File: src/verilog/strap_unlock_cfg.svh
// Addresses, keys, field positions and reset values of the strap unlock block.
`ifndef STRAP_UNLOCK_CFG_SVH
`define STRAP_UNLOCK_CFG_SVH

`define IO_ADDR_W 10
`define CFG_INDEX_PRI 10'h3F0
`define CFG_INDEX_SEC 10'h370
`define CFG_DATA_PRI 10'h3F1
`define CFG_DATA_SEC 10'h371

`define KEY_ENTER 8'h44
`define KEY_EXIT 8'hAA

`define LPT_BASE_1 10'h3BC
`define LPT_BASE_2 10'h378
`define LPT_BASE_3 10'h278
`define UART_A_BASE_1 10'h3E8
`define UART_A_BASE_2 10'h2F8
`define UART_A_BASE_3 10'h3F8

`define NUM_CFG_REGS 16
`define CR_RESET 8'h00
`define INDEX_RESET 8'h00

`define CR_CTRL0 4'h0
`define CR_CTRL1 4'h1
`define CR_CTRL2 4'h2
`define CR_CTRL3 4'h3
`define CR_CTRL5 4'h5

`define CR0_IDE_EN 0
`define CR0_FLOPPY_EN 3
`define CR1_LPT_ADDR_LSB 0
`define CR1_LPT_MODE_LSB 2
`define CR2_UART_A_LSB 0
`define CR2_UART_B_LSB 2
`define CR3_EFM2 1
`define CR5_FLOPPY_SEC 0
`define CR5_IDE_SEC 1

`define LOCK_STRAP_FIELDS 8'h0F

`endif

File: src/verilog/strap_unlock_pkg.sv
// Types shared by the strap unlock block.
package strap_unlock_pkg;

    typedef enum logic [1:0] {
        KEY_IDLE,
        KEY_ARMED,
        KEY_OPEN
    } key_state_t;

    typedef enum logic [1:0] {
        LPT_PRINTER,
        LPT_EPP,
        LPT_ECP,
        LPT_ECP_EPP
    } lpt_mode_t;

endpackage
File: src/verilog/cfg_key_detect.sv
// Two-write key detector that opens and closes configuration mode.
`timescale 1ns/1ps
`default_nettype none
`include "strap_unlock_cfg.svh"

module cfg_key_detect (
    input wire logic i_clk_sys,
    input wire logic i_rstn,
    input wire logic i_wr_fire,
    input wire logic i_wr_index,
    input wire logic [7:0] i_wr_data,
    output logic o_cfg_mode,
    output logic o_armed
);

    strap_unlock_pkg::key_state_t state;
    strap_unlock_pkg::key_state_t next_state;

    wire logic enter_key = i_wr_fire & i_wr_index & (i_wr_data == `KEY_ENTER);
    wire logic exit_key = i_wr_fire & i_wr_index & (i_wr_data == `KEY_EXIT);

    // Any completed write that is not the key breaks an armed sequence.
    always_comb begin
        next_state = state;
        case (state)
            strap_unlock_pkg::KEY_IDLE: begin
                if (enter_key) begin
                    next_state = strap_unlock_pkg::KEY_ARMED;
                end
            end
            strap_unlock_pkg::KEY_ARMED: begin
                if (enter_key) begin
                    next_state = strap_unlock_pkg::KEY_OPEN;
                end else if (i_wr_fire) begin
                    next_state = strap_unlock_pkg::KEY_IDLE;
                end
            end
            strap_unlock_pkg::KEY_OPEN: begin
                if (exit_key) begin
                    next_state = strap_unlock_pkg::KEY_IDLE;
                end
            end
            default: begin
                next_state = strap_unlock_pkg::KEY_IDLE;
            end
        endcase
    end

    always_ff @(posedge i_clk_sys or negedge i_rstn) begin
        if (!i_rstn) begin
            state <= strap_unlock_pkg::KEY_IDLE;
        end else begin
            state <= next_state;
        end
    end

    assign o_cfg_mode = (state == strap_unlock_pkg::KEY_OPEN);
    assign o_armed = (state == strap_unlock_pkg::KEY_ARMED);

    property p_armed_cause;
        @(posedge i_clk_sys) disable iff (!i_rstn)
        $rose(o_armed) |-> $past(enter_key);
    endproperty
    a_armed_cause: assert property (p_armed_cause)
        else $error("Detector armed without a key write.");

    property p_open_needs_two;
        @(posedge i_clk_sys) disable iff (!i_rstn)
        $rose(o_cfg_mode) |-> $past(o_armed) && $past(enter_key);
    endproperty
    a_open_needs_two: assert property (p_open_needs_two)
        else $error("Configuration mode opened without two key writes.");

endmodule
`default_nettype wire

File: src/verilog/strap_config_unlock.sv
// Strap capture, strap decode and configuration unlock with register access.
//
// Notes on behaviour
// - Parallel address straps: off, 3BC, 378, 278.
// - Mode straps select printer, EPP, ECP, ECP+EPP.
// - Primary serial straps: off, 3E8, 2F8, 3F8.
// - Disk straps: off, reserved, primary, secondary.
// - Floppy strap high: fixed address, rate pins driven.
// - Floppy strap low: disabled, inputs, software override.
// - Index port 3F0 or 370, data next.
// - Strap-set fields ignore software writes.
// - Two back-to-back 44H index writes unlock.
// - Any other write between breaks unlock.
// - AAH to index port leaves configuration.
// - Straps caught after reset, held until reset.
// - Relocated: registers 0-F through port 371H.
// - Access needs configuration mode and loaded index.
//
// Local design decisions: register access over Avalon-MM and the register offsets.
`timescale 1ns/1ps
`default_nettype none
`include "strap_unlock_cfg.svh"

module strap_config_unlock (
    input wire logic i_clk_sys,
    input wire logic i_rstn,
    input wire logic [9:0] i_avs_address,
    input wire logic i_avs_read,
    input wire logic i_avs_write,
    input wire logic [31:0] i_avs_writedata,
    input wire logic [3:0] i_avs_byteenable,
    output logic [31:0] o_avs_readdata,
    output logic o_avs_waitrequest,
    input wire logic i_lpt_addr_strap_hi,
    input wire logic i_lpt_addr_strap_lo,
    input wire logic i_lpt_extcap_strap,
    input wire logic i_lpt_enhanced_strap,
    input wire logic i_uart_a_addr_strap_hi,
    input wire logic i_uart_a_addr_strap_lo,
    input wire logic i_uart_b_addr_strap_hi,
    input wire logic i_uart_b_addr_strap_lo,
    input wire logic i_disk_if_enable_strap,
    input wire logic i_disk_if_addr_strap,
    input wire logic i_floppy_ctrl_strap,
    input wire logic i_floppy_addr_strap,
    output logic o_straps_valid,
    output logic o_lpt_en,
    output logic [9:0] o_lpt_base,
    output logic [1:0] o_lpt_mode,
    output logic o_uart_a_en,
    output logic [9:0] o_uart_a_base,
    output logic o_uart_b_en,
    output logic [1:0] o_uart_b_sel,
    output logic o_disk_if_en,
    output logic o_disk_if_sec,
    output logic o_floppy_en,
    output logic o_floppy_sec,
    output logic o_efm2_en,
    output logic o_data_rate_pins_oe,
    output logic o_cfg_mode,
    output logic [9:0] o_cfg_index_addr
);

    // Strap image, caught once in the first clock after reset release.
    logic captured;
    logic [1:0] lpt_addr_q;
    logic [1:0] lpt_mode_q;
    logic [1:0] uart_a_q;
    logic [1:0] uart_b_q;
    logic [1:0] disk_if_q;
    logic floppy_ctrl_q;
    logic floppy_addr_q;

    always_ff @(posedge i_clk_sys or negedge i_rstn) begin
        if (!i_rstn) begin
            captured <= 1'b0;
            lpt_addr_q <= 2'h0;
            lpt_mode_q <= 2'h0;
            uart_a_q <= 2'h0;
            uart_b_q <= 2'h0;
            disk_if_q <= 2'h0;
            floppy_ctrl_q <= 1'b0;
            floppy_addr_q <= 1'b0;
        end else if (!captured) begin
            captured <= 1'b1;
            lpt_addr_q <= {i_lpt_addr_strap_hi, i_lpt_addr_strap_lo};
            lpt_mode_q <= {i_lpt_extcap_strap, i_lpt_enhanced_strap};
            uart_a_q <= {i_uart_a_addr_strap_hi, i_uart_a_addr_strap_lo};
            uart_b_q <= {i_uart_b_addr_strap_hi, i_uart_b_addr_strap_lo};
            disk_if_q <= {i_disk_if_enable_strap, i_disk_if_addr_strap};
            floppy_ctrl_q <= i_floppy_ctrl_strap;
            floppy_addr_q <= i_floppy_addr_strap;
        end
    end

    assign o_straps_valid = captured;

    // Strap decode for the fixed peripheral settings.
    assign o_lpt_en = (lpt_addr_q != 2'h0);
    assign o_lpt_base = (lpt_addr_q == 2'h1) ? `LPT_BASE_1 :
                        (lpt_addr_q == 2'h2) ? `LPT_BASE_2 :
                        (lpt_addr_q == 2'h3) ? `LPT_BASE_3 : 10'h000;
    assign o_lpt_mode = lpt_mode_q;
    assign o_uart_a_en = (uart_a_q != 2'h0);
    assign o_uart_a_base = (uart_a_q == 2'h1) ? `UART_A_BASE_1 :
                           (uart_a_q == 2'h2) ? `UART_A_BASE_2 :
                           (uart_a_q == 2'h3) ? `UART_A_BASE_3 :
                           10'h000;
    assign o_uart_b_en = (uart_b_q != 2'h0);
    assign o_uart_b_sel = uart_b_q;
    // The reserved disk code keeps the interface off rather than guessing.
    assign o_disk_if_en = disk_if_q[1];
    assign o_disk_if_sec = disk_if_q[1] & disk_if_q[0];

    // The index port only moves when software owns the floppy settings.
    wire logic relocated = ~floppy_ctrl_q & floppy_addr_q;
    wire logic [9:0] index_addr = relocated ? `CFG_INDEX_SEC
                                            : `CFG_INDEX_PRI;
    wire logic [9:0] data_addr = relocated ? `CFG_DATA_SEC
                                           : `CFG_DATA_PRI;
    assign o_cfg_index_addr = index_addr;

    // Avalon slave: one wait cycle, then the answer with registered data.
    logic ack_q;
    logic [7:0] rdata_q;
    logic [7:0] cfg_index;
    logic cfg_mode;
    logic armed;

    wire logic req = i_avs_read | i_avs_write;
    wire logic wr_fire = i_avs_write & ack_q;
    wire logic low_lane = i_avs_byteenable[0];
    wire logic [7:0] wbyte = i_avs_writedata[7:0];
    wire logic idx_hit = (i_avs_address == index_addr);
    wire logic data_hit = (i_avs_address == data_addr);
    wire logic idx_valid = (cfg_index[7:4] == 4'h0);
    wire logic data_open = cfg_mode & idx_valid;
    wire logic data_wr = wr_fire & low_lane & data_hit & data_open;
    wire logic index_wr = wr_fire & low_lane & idx_hit & cfg_mode &
                          (wbyte != `KEY_EXIT);

    assign o_avs_waitrequest = ~(req & ack_q);
    assign o_avs_readdata = {24'h000000, rdata_q};

    always_ff @(posedge i_clk_sys or negedge i_rstn) begin
        if (!i_rstn) begin
            ack_q <= 1'b0;
        end else begin
            ack_q <= req & ~ack_q & captured;
        end
    end

    always_ff @(posedge i_clk_sys or negedge i_rstn) begin
        if (!i_rstn) begin
            cfg_index <= `INDEX_RESET;
        end else if (index_wr) begin
            cfg_index <= wbyte;
        end
    end

    // Key writes count only on byte lane 0, but a write on any other lane still breaks them.
    cfg_key_detect u_key (
        .i_clk_sys(i_clk_sys),
        .i_rstn(i_rstn),
        .i_wr_fire(wr_fire),
        .i_wr_index(idx_hit & low_lane),
        .i_wr_data(wbyte),
        .o_cfg_mode(cfg_mode),
        .o_armed(armed)
    );
    assign o_cfg_mode = cfg_mode;

    // Strap view and lock masks for the registers that mirror straps.
    wire logic fdc_sw = ~floppy_ctrl_q;
    logic [7:0] cfg_reg [`NUM_CFG_REGS];
    logic [7:0] lock_vec [`NUM_CFG_REGS];
    logic [7:0] img_vec [`NUM_CFG_REGS];
    logic [7:0] cfg_view [`NUM_CFG_REGS];
    logic [`NUM_CFG_REGS-1:0] reg_we;

    wire logic [7:0] lock0 = (8'h01 << `CR0_IDE_EN) |
                             (floppy_ctrl_q ? (8'h01 << `CR0_FLOPPY_EN)
                                            : 8'h00);
    wire logic [7:0] img0 = ({7'h00, o_disk_if_en} << `CR0_IDE_EN) |
                            ({7'h00, floppy_ctrl_q} << `CR0_FLOPPY_EN);
    wire logic [7:0] img1 = ({6'h00, lpt_addr_q} << `CR1_LPT_ADDR_LSB) |
                            ({6'h00, lpt_mode_q} << `CR1_LPT_MODE_LSB);
    wire logic [7:0] img2 = ({6'h00, uart_a_q} << `CR2_UART_A_LSB) |
                            ({6'h00, uart_b_q} << `CR2_UART_B_LSB);
    wire logic [7:0] lock3 = floppy_ctrl_q ? (8'h01 << `CR3_EFM2)
                                           : 8'h00;
    wire logic [7:0] lock5 = (8'h01 << `CR5_IDE_SEC) |
                             (floppy_ctrl_q ? (8'h01 << `CR5_FLOPPY_SEC)
                                            : 8'h00);
    wire logic [7:0] img5 = ({7'h00, floppy_addr_q} << `CR5_FLOPPY_SEC) |
                            ({7'h00, o_disk_if_sec} << `CR5_IDE_SEC);

    genvar gi;
    generate
        for (gi = 0; gi < `NUM_CFG_REGS; gi++) begin : g_reg
            localparam logic [3:0] IDX = 4'(gi);
            assign lock_vec[gi] =
                (IDX == `CR_CTRL0) ? lock0 :
                (IDX == `CR_CTRL1) ? `LOCK_STRAP_FIELDS :
                (IDX == `CR_CTRL2) ? `LOCK_STRAP_FIELDS :
                (IDX == `CR_CTRL3) ? lock3 :
                (IDX == `CR_CTRL5) ? lock5 : 8'h00;
            assign img_vec[gi] =
                (IDX == `CR_CTRL0) ? img0 :
                (IDX == `CR_CTRL1) ? img1 :
                (IDX == `CR_CTRL2) ? img2 :
                (IDX == `CR_CTRL5) ? img5 : 8'h00;
            assign reg_we[gi] = data_wr & (cfg_index[3:0] == IDX);
            assign cfg_view[gi] = (cfg_reg[gi] & ~lock_vec[gi]) |
                                  (img_vec[gi] & lock_vec[gi]);
            // Locked bits keep their stored value; the view shows straps.
            always_ff @(posedge i_clk_sys or negedge i_rstn) begin
                if (!i_rstn) begin
                    cfg_reg[gi] <= `CR_RESET;
                end else if (reg_we[gi]) begin
                    cfg_reg[gi] <= (cfg_reg[gi] & lock_vec[gi]) |
                                   (wbyte & ~lock_vec[gi]);
                end
            end
        end
    endgenerate

    // Floppy settings: strap-fixed, or software-owned with a safe power-up.
    wire logic [7:0] cr0 = cfg_reg[`CR_CTRL0];
    wire logic [7:0] cr3 = cfg_reg[`CR_CTRL3];
    wire logic [7:0] cr5 = cfg_reg[`CR_CTRL5];
    assign o_floppy_en = floppy_ctrl_q |
                         cr0[`CR0_FLOPPY_EN];
    assign o_floppy_sec = floppy_ctrl_q ? floppy_addr_q
                                        : cr5[`CR5_FLOPPY_SEC];
    assign o_efm2_en = fdc_sw & cr3[`CR3_EFM2];
    assign o_data_rate_pins_oe = captured & floppy_ctrl_q;

    // Read path: index port shows the index, data port the selected view.
    wire logic [7:0] read_mux =
        idx_hit ? (cfg_mode ? cfg_index : 8'h00) :
        (data_hit & data_open) ? cfg_view[cfg_index[3:0]] : 8'h00;

    always_ff @(posedge i_clk_sys or negedge i_rstn) begin
        if (!i_rstn) begin
            rdata_q <= 8'h00;
        end else if (i_avs_read & ~ack_q) begin
            rdata_q <= read_mux;
        end
    end

    property p_answer_latency;
        @(posedge i_clk_sys) disable iff (!i_rstn)
        captured && req && !ack_q |=> !o_avs_waitrequest;
    endproperty
    a_answer_latency: assert property (p_answer_latency)
        else $error("Bus request not answered after one wait cycle.");

    property p_unlock;
        @(posedge i_clk_sys) disable iff (!i_rstn)
        armed && wr_fire && low_lane && idx_hit && wbyte == `KEY_ENTER
        |=> cfg_mode;
    endproperty
    a_unlock: assert property (p_unlock)
        else $error("Second key write did not open configuration mode.");

    property p_break;
        @(posedge i_clk_sys) disable iff (!i_rstn)
        armed && wr_fire && !(low_lane && idx_hit && wbyte == `KEY_ENTER)
        |=> !cfg_mode && !armed;
    endproperty
    a_break: assert property (p_break)
        else $error("Intervening write did not cancel the unlock.");

    property p_exit;
        @(posedge i_clk_sys) disable iff (!i_rstn)
        cfg_mode && wr_fire && low_lane && idx_hit && wbyte == `KEY_EXIT
        |=> !cfg_mode ##1 !cfg_mode;
    endproperty
    a_exit: assert property (p_exit)
        else $error("Exit key did not close configuration mode.");

    property p_no_write_locked;
        @(posedge i_clk_sys) disable iff (!i_rstn)
        !cfg_mode |-> reg_we == '0;
    endproperty
    a_no_write_locked: assert property (p_no_write_locked)
        else $error("Register written outside configuration mode.");

    property p_straps_hold;
        @(posedge i_clk_sys) disable iff (!i_rstn)
        captured |=> $stable(lpt_addr_q) && $stable(floppy_ctrl_q) &&
                     $stable(uart_a_q) && $stable(disk_if_q) && captured;
    endproperty
    a_straps_hold: assert property (p_straps_hold)
        else $error("Caught strap value changed before reset.");

    property p_lpt_decode;
        @(posedge i_clk_sys) disable iff (!i_rstn)
        o_lpt_en |-> (o_lpt_base == `LPT_BASE_2) == (lpt_addr_q == 2'h2);
    endproperty
    a_lpt_decode: assert property (p_lpt_decode)
        else $error("Parallel base does not follow the address straps.");

    property p_index_place;
        @(posedge i_clk_sys) disable iff (!i_rstn)
        (!floppy_ctrl_q && floppy_addr_q) == (o_cfg_index_addr == 10'h370);
    endproperty
    a_index_place: assert property (p_index_place)
        else $error("Index port at the wrong address.");

    property p_floppy_fixed;
        @(posedge i_clk_sys) disable iff (!i_rstn)
        captured && floppy_ctrl_q |-> o_floppy_en && o_data_rate_pins_oe &&
            !o_efm2_en && (o_floppy_sec == floppy_addr_q);
    endproperty
    a_floppy_fixed: assert property (p_floppy_fixed)
        else $error("Strap-fixed floppy settings violated.");

    property p_floppy_soft;
        @(posedge i_clk_sys) disable iff (!i_rstn)
        !floppy_ctrl_q |-> !o_data_rate_pins_oe;
    endproperty
    a_floppy_soft: assert property (p_floppy_soft)
        else $error("Rate pins driven while software owns the floppy.");

    property p_index_frozen;
        @(posedge i_clk_sys) disable iff (!i_rstn)
        !cfg_mode |=> $stable(cfg_index);
    endproperty
    a_index_frozen: assert property (p_index_frozen)
        else $error("Index register moved outside configuration mode.");

    c_unlock: cover property (@(posedge i_clk_sys) disable iff (!i_rstn)
        $rose(cfg_mode));
    c_break: cover property (@(posedge i_clk_sys) disable iff (!i_rstn)
        armed ##1 (!armed && !cfg_mode));
    c_reg_write: cover property (@(posedge i_clk_sys) disable iff (!i_rstn)
        data_wr);
    c_relocated_write: cover property (@(posedge i_clk_sys)
        disable iff (!i_rstn) relocated && data_wr);

endmodule
`default_nettype wire

File: config.mk
export PLATFORM = sky130hd
export DESIGN_NAME = strap_config_unlock
export DESIGN_NICKNAME = d
export VERILOG_FILES = /design/src/verilog/strap_unlock_pkg.sv /design/src/verilog/cfg_key_detect.sv /design/src/verilog/strap_config_unlock.sv
export VERILOG_INCLUDE_DIRS = /design/src /design/src/verilog
export SDC_FILE = /design/constraint.sdc
export NUM_CORES = 1
export LEC_CHECK = 0
export ABC_AREA = 1
export BUFFER_PORTS_ARGS = -buffer_cell sky130_fd_sc_hd__buf_2
export CORE_ASPECT_RATIO = 2
export CORE_MARGIN = 4
export CORE_UTILIZATION = 55
export CTS_BUF_LIST = sky130_fd_sc_hd__clkbuf_8
export DETAILED_ROUTE_END_ITERATION = 10
export PLACE_DENSITY = 0.78
export SYNTH_ARGS = -nofsm -noshare
export SYNTH_HDL_FRONTEND = slang
export SYNTH_SLANG_ARGS = --single-unit
File: constraint.sdc
create_clock -name i_clk_sys -period 4.9 [get_ports i_clk_sys]
set_input_delay 0 -clock i_clk_sys [delete_from_list [all_inputs] [get_ports i_clk_sys]]
set_output_delay 0 -clock i_clk_sys [all_outputs]
set_load 0.01 [all_outputs]
### After elaboration in Yosys (flattened, before gate mapping)

Cells that the tools add are included.

* $add $sub $neg: 0
* multipliers: 0
* div/mod/pow operators: 0
* order comparisons: 1
* equal/unequal tests: 31
* shift operators: 0
* multiplexer cells: 23
* bitwise gates (word level): 70
* reduce and logical (&&, ||, !) cells: 7

Operators with widths (number)
* $mux 10: 6
* $mux 8: 7
* $and 8x8->8: 6
* $and 1x1->1: 37
* $bmux 8 s4: 1
* $eq 4x4->1 const B: 8
* $or 8x4->8: 3
* $or 8x8->8: 3
* $eq 10x10->1: 2
* $and 8x2->8: 2
* $eq 4x3->1 const B: 4
* $not 2->8: 2
* $or 4x8->8: 2
* $eq 2x2->1 const B: 5
* $mux 2: 5
* $and 8x4->8: 1
* $eq 4x2->1 const B: 2
* $eq 8x7->1 const B: 1
* $eq 8x8->1 const B: 1
* $logic_not 4->1: 2
* $ne 8x8->1 const B: 1
* $not 4->8: 1
* $or 2x4->4: 2
* $or 8x2->8: 1
* other kinds (18): 27

* register bits after elaboration: 160
* bits in latches: 0
* RAM bits: 0
* ROM bits: 0
* bits of input ports: 62
* output and inout port bits: 78
* logic and storage cells: 160
* memories: 0

### Longest topological paths before layout

* depth in word-level cells: 9
* mapped depth: 12
* mapped depth without buffers: 10

### Hierarchy

A second synthesis with hierarchy kept.

* cells, all modules: 1160
* area, all modules: 8318.0 um^2

Modules (own cells, without submodules)
* strap_config_unlock: times used 1, cells an instance 1128, area an instance 8134.1 um^2, sequential area each 3703.6 um^2
* cfg_key_detect: times used 1, cells an instance 32, area an instance 183.9 um^2, sequential area each 50.0 um^2

### Worst setup path after synthesis

Ideal clock, no wire load.

* kind: register to register
* start: register floppy_ctrl_q
* end: register cfg_reg, in the netlist cr0[2]
* setup time: 133 ps
* data arrival time: 1605 ps
* required time: 4767 ps
* slack: 3162 ps
* stages on the path, launching flop included: 13
* buffers on the path: 2
* period minus slack after synthesis: 1738 ps
* path through: dfrtp_1 -> inv_2 -> nand2_1 -> nand2_1 -> inv_1 -> nor2_2 -> nand3_2 -> nor2_4 -> buf_12 -> nand3_2 -> buf_2 -> nand2_1 -> o21ai_0

* longest elaborated chain between the ends: 7

Ends and longest elaborated chain
* start: declaration: RTL line strap_config_unlock.sv:71 `logic floppy_ctrl_q;`
* start signal: assignment: RTL line strap_config_unlock.sv:91 `floppy_ctrl_q <= i_floppy_ctrl_strap;`
* $not 1->1: RTL line strap_config_unlock.sv:116 `wire logic relocated = ~floppy_ctrl_q & floppy_addr_q;`
* $and 1x1->1: RTL line strap_config_unlock.sv:116
* $mux 8 (no source line)
* $eq 10x10->1: RTL line strap_config_unlock.sv:135 `wire logic data_hit = (i_avs_address == data_addr);`
* $and 1x1->1 (2 in series): RTL line strap_config_unlock.sv:138 `wire logic data_wr = wr_fire & low_lane & data_hit & data_open;`
* $and 1x1->1: RTL line strap_config_unlock.sv:213 `assign reg_we[gi] = data_wr & (cfg_index[3:0] == IDX);`
* end signal: indexed assignment: RTL line strap_config_unlock.sv:219 `` cfg_reg[gi] <= `CR_RESET; ``
* end signal: indexed assignment: RTL line strap_config_unlock.sv:221 `cfg_reg[gi] <= (cfg_reg[gi] & lock_vec[gi]) |`
* end: declaration: RTL line strap_config_unlock.sv:175 `` logic [7:0] cfg_reg [`NUM_CFG_REGS]; ``

Every way passes these cells.
A chain may end at the register's enable or synchronous reset.

### Worst setup path in the final report

* start: register floppy_ctrl_q
* end: register cfg_reg[64] (netlist name)

Same word-level chain as after synthesis.

==> flow_summary.json <==
{
  "area_growth_pct": 9.36,
  "tns_ns": 0,
  "synth_area_per_cell_sq_um": 7.19,
  "routed_wirelength_microns": 20100,
  "layout_min_cycle_time_ns": 3.03,
  "power_density_mw_per_mm2": 277,
  "leakagePower_nw": 4.52,
  "htree_num_levels": 4,
  "max_stage_delay_ns": 0.61,
  "initial_utilization_pct": 56.0,
  "dp.cells": 1351,
  "cp_max_fo": 16,
  "fin_cells": 1406,
  "place_congestion": 0.842,
  "ios": 140,
  "ys_ff_latch": 150,
  "slew_viol_final": 0,
  "hold_depth": 5,
  "layout_common_cells": "nand2_1 (447), dfrtp_1 (149), inv_1 (146)",
  "path_cells": "inv_2 > nand2_1 > nand2_1 > inv_1 > nor2_2 > nand3_2 > nor2_4 > nand3_1 > o21ai_0",
  "ys.warnings.count": 0,
  "synthDistinctLibCells": 29,
  "fin_util_pct": 61.2,
  "cts_tree": "built",
  "combPwrFrac_pct": 7.6,
  "vias_per_cell": 5.03,
  "hold_buffers": 23,
  "dp_hpwl_microns": 13100,
  "period_share_pct": 61.8,
  "p_total_w": 0.00250,
  "power_switching_w": 0.000657,
  "irDropWorstVdd_mv": 0.157,
  "synth_top_area_share_pct": 45.5,
  "die_h_microns": 181,
  "grt_setup_unrepaired": "no",
  "p_seq_share_pct": 50.7,
  "drv_cap": 0,
  "drive_gt1_share_pct": 10.7,
  "fmax_ghz": 0.330,
  "largest_register_ff_count": 96,
  "cp_common_cell": "nand2_1",
  "layout_commonest_cell": "nand2_1",
  "grt_max_degree": 110,
  "cts_inserted_buffers": 17,
  "synth.area.top_cells": "dfrtp_1 (45%), nand2_1 (20%), o21ai_0 (7.6%), inv_1 (6.6%), buf_4 (4.8%)",
  "vias": 7079,
  "reg2reg_depth": 9,
  "sw_frac_of_total_pct": 26.2,
  "tightest_slew_ns": 1.10,
  "core_area_sq_mm": 0.0147,
  "cp-start-kind": "flop",
  "cpMaxStageDelayCell": "nand3_1",
  "clock_latency_ns": 0.48,
  "status": "finished clean",
  "final_antenna_net_count": 0,
  "design.die.area_sq_mm": 0.0171,
  "cts_root_buf": "clkbuf_8",
  "path_class": "reg2reg",
  "finalNetCount": 1264,
  "grt_usage_pct": 24.6,
  "synth_cells": 1147,
  "setup_viol": 0,
  "drc": 0,
  "grt_pass1_vias": 6573,
  "ys_seq_area_share_pct": 45.5,
  "cts.sinks": 150,
  "worstPathRequired_ns": 5.26,
  "detail_route.wl_per_cell_microns": 14.3,
  "clockBufferDepth": 2,
  "hold_violations": 0,
  "yosys.area.top_type": "dfrtp_1",
  "gr-total-overflow": 0,
  "chipWidth_microns": 94.6,
  "hold_path.class": "in2reg",
  "intPower_w": 0.00185,
  "clock_power_share_pct": 41.7,
  "drt-pass1-iter-count": 6,
  "clk_pin_slew_ns": 0.09,
  "rows": 63,
  "arrival_ns": 3.39,
  "antenna_found_initial": 0,
  "n_antenna_cell": 0,
  "drtIter0Drc": 539,
  "port_buffers": 74,
  "finClkSkew_ns": 0.0167,
  "grt_pass1_wl_microns": 32700,
  "cp-end-kind": "flop",
  "relSlewSlack_pct": 26.2,
  "synth_area_sq_mm": 0.00825,
  "cts_resized": 0,
  "post_cts_buffers": 0
}
## final timing paths
| kind | start | to | slack (ns) |
|---|---|---|---|
| worst max-delay path | floppy_ctrl_q$_DFFE_PN0N_ | cfg_reg[64]$_DFFE_PN0P_ | 1.87 |
| worst min-delay path | i_avs_writedata[6] | u_key.state[1]$_DFFE_PN0P_ | 0.02 |
| worst max register to register | floppy_ctrl_q$_DFFE_PN0N_ | cfg_reg[64]$_DFFE_PN0P_ | 1.87 |
| worst min register to register | ack_q$_DFF_PN0_ | ack_q$_DFF_PN0_ | 0.48 |
| max in group asynchronous | i_rstn | cfg_reg[32]$_DFFE_PN0P_ | 3.53 |
| min in group asynchronous | i_rstn | cfg_reg[76]$_DFFE_PN0P_ | 0.24 |
## layer usage
metal | vias to the layer above | GRT usage (%) | wire [microns]
met4 | 0 | 11.5 | 774
met1 | 3274 | 28.8 | 7780
met3 | 58 | 4.17 | 1150
met2 | 240 | 42.8 | 10400
met5 | - | 0 | 0
li1 | 3507 | - | -
## synthesized netlist by cell type, drive strengths merged
master / count
nand2: 448
dfrtp: 150
inv: 147
o21ai: 129
buf: 83
nor2: 79
nand3: 32
clkbuf: 24
nand4: 20
a21oi: 17
ha: 4
o21bai: 4
mux2: 3
conb: 2
nand3b: 2
and2: 1
clkinv: 1
nor3: 1
## power groups by stage
stage | registers [W] | clock network [W] | logic [W]
after floorplan | 0.00129 | 0 | 0.000122
after global placement | 0.00129 | 0 | 0.000175
after detailed placement | 0.00129 | 0 | 0.000178
after CTS | 0.00127 | 0.00106 | 0.000191
after global routing | 0.00127 | 0.00110 | 0.000212
final | 0.00127 | 0.00104 | 0.000191
## layout make-up
cell class                      instances  area [sq um]
Clock buffer                           18           248
Clock inverter                         14           186
Fill cell                            1339          5720
Inverter                              148           556
Multi-Input combinational cell        779          3390
Sequential cell                       150          3750
Tap cell                              195           244
Timing Repair Buffer                  102           644
## kinds of logic after synthesis
logic type / Yosys count / synth area share [%]
DFF: 150 / 45.5
buffers and inverters: 255 / 15.1
muxes: 3 / 0.409
and+or+nand+nor: 583 / 29.1
other: 2 / 0.0910
AOI/OAI and AO/OA: 150 / 9.22
adders and majority gates: 4 / 0.607
## critical path: cells and delay by family, from the launching register on
| family | cells | cell delay (ns) |
|---|---|---|
| compound gates | 1 | 0.40 |
| buf+inv | 2 | 0.21 |
| flops | 1 | 0.43 |
| simple gates | 6 | 1.85 |
## stage by stage
| step | cell area (sq um) | hold slack (ns) | setup WS [ns] |
|---|---|---|---|
| finish | 9020 | 0.0241 | 1.87 |
| global route | 9020 | 0.0947 | 1.51 |
| CTS | 9020 | 0.00859 | 1.88 |
| detailed placement | 8360 | 0.198 | 1.90 |
| global placement | 8360 | 0.192 | 2.00 |
| floorplan | 8390 | -0.296 | 3.16 |
Note: power is estimated with default switching activity, not from simulation.
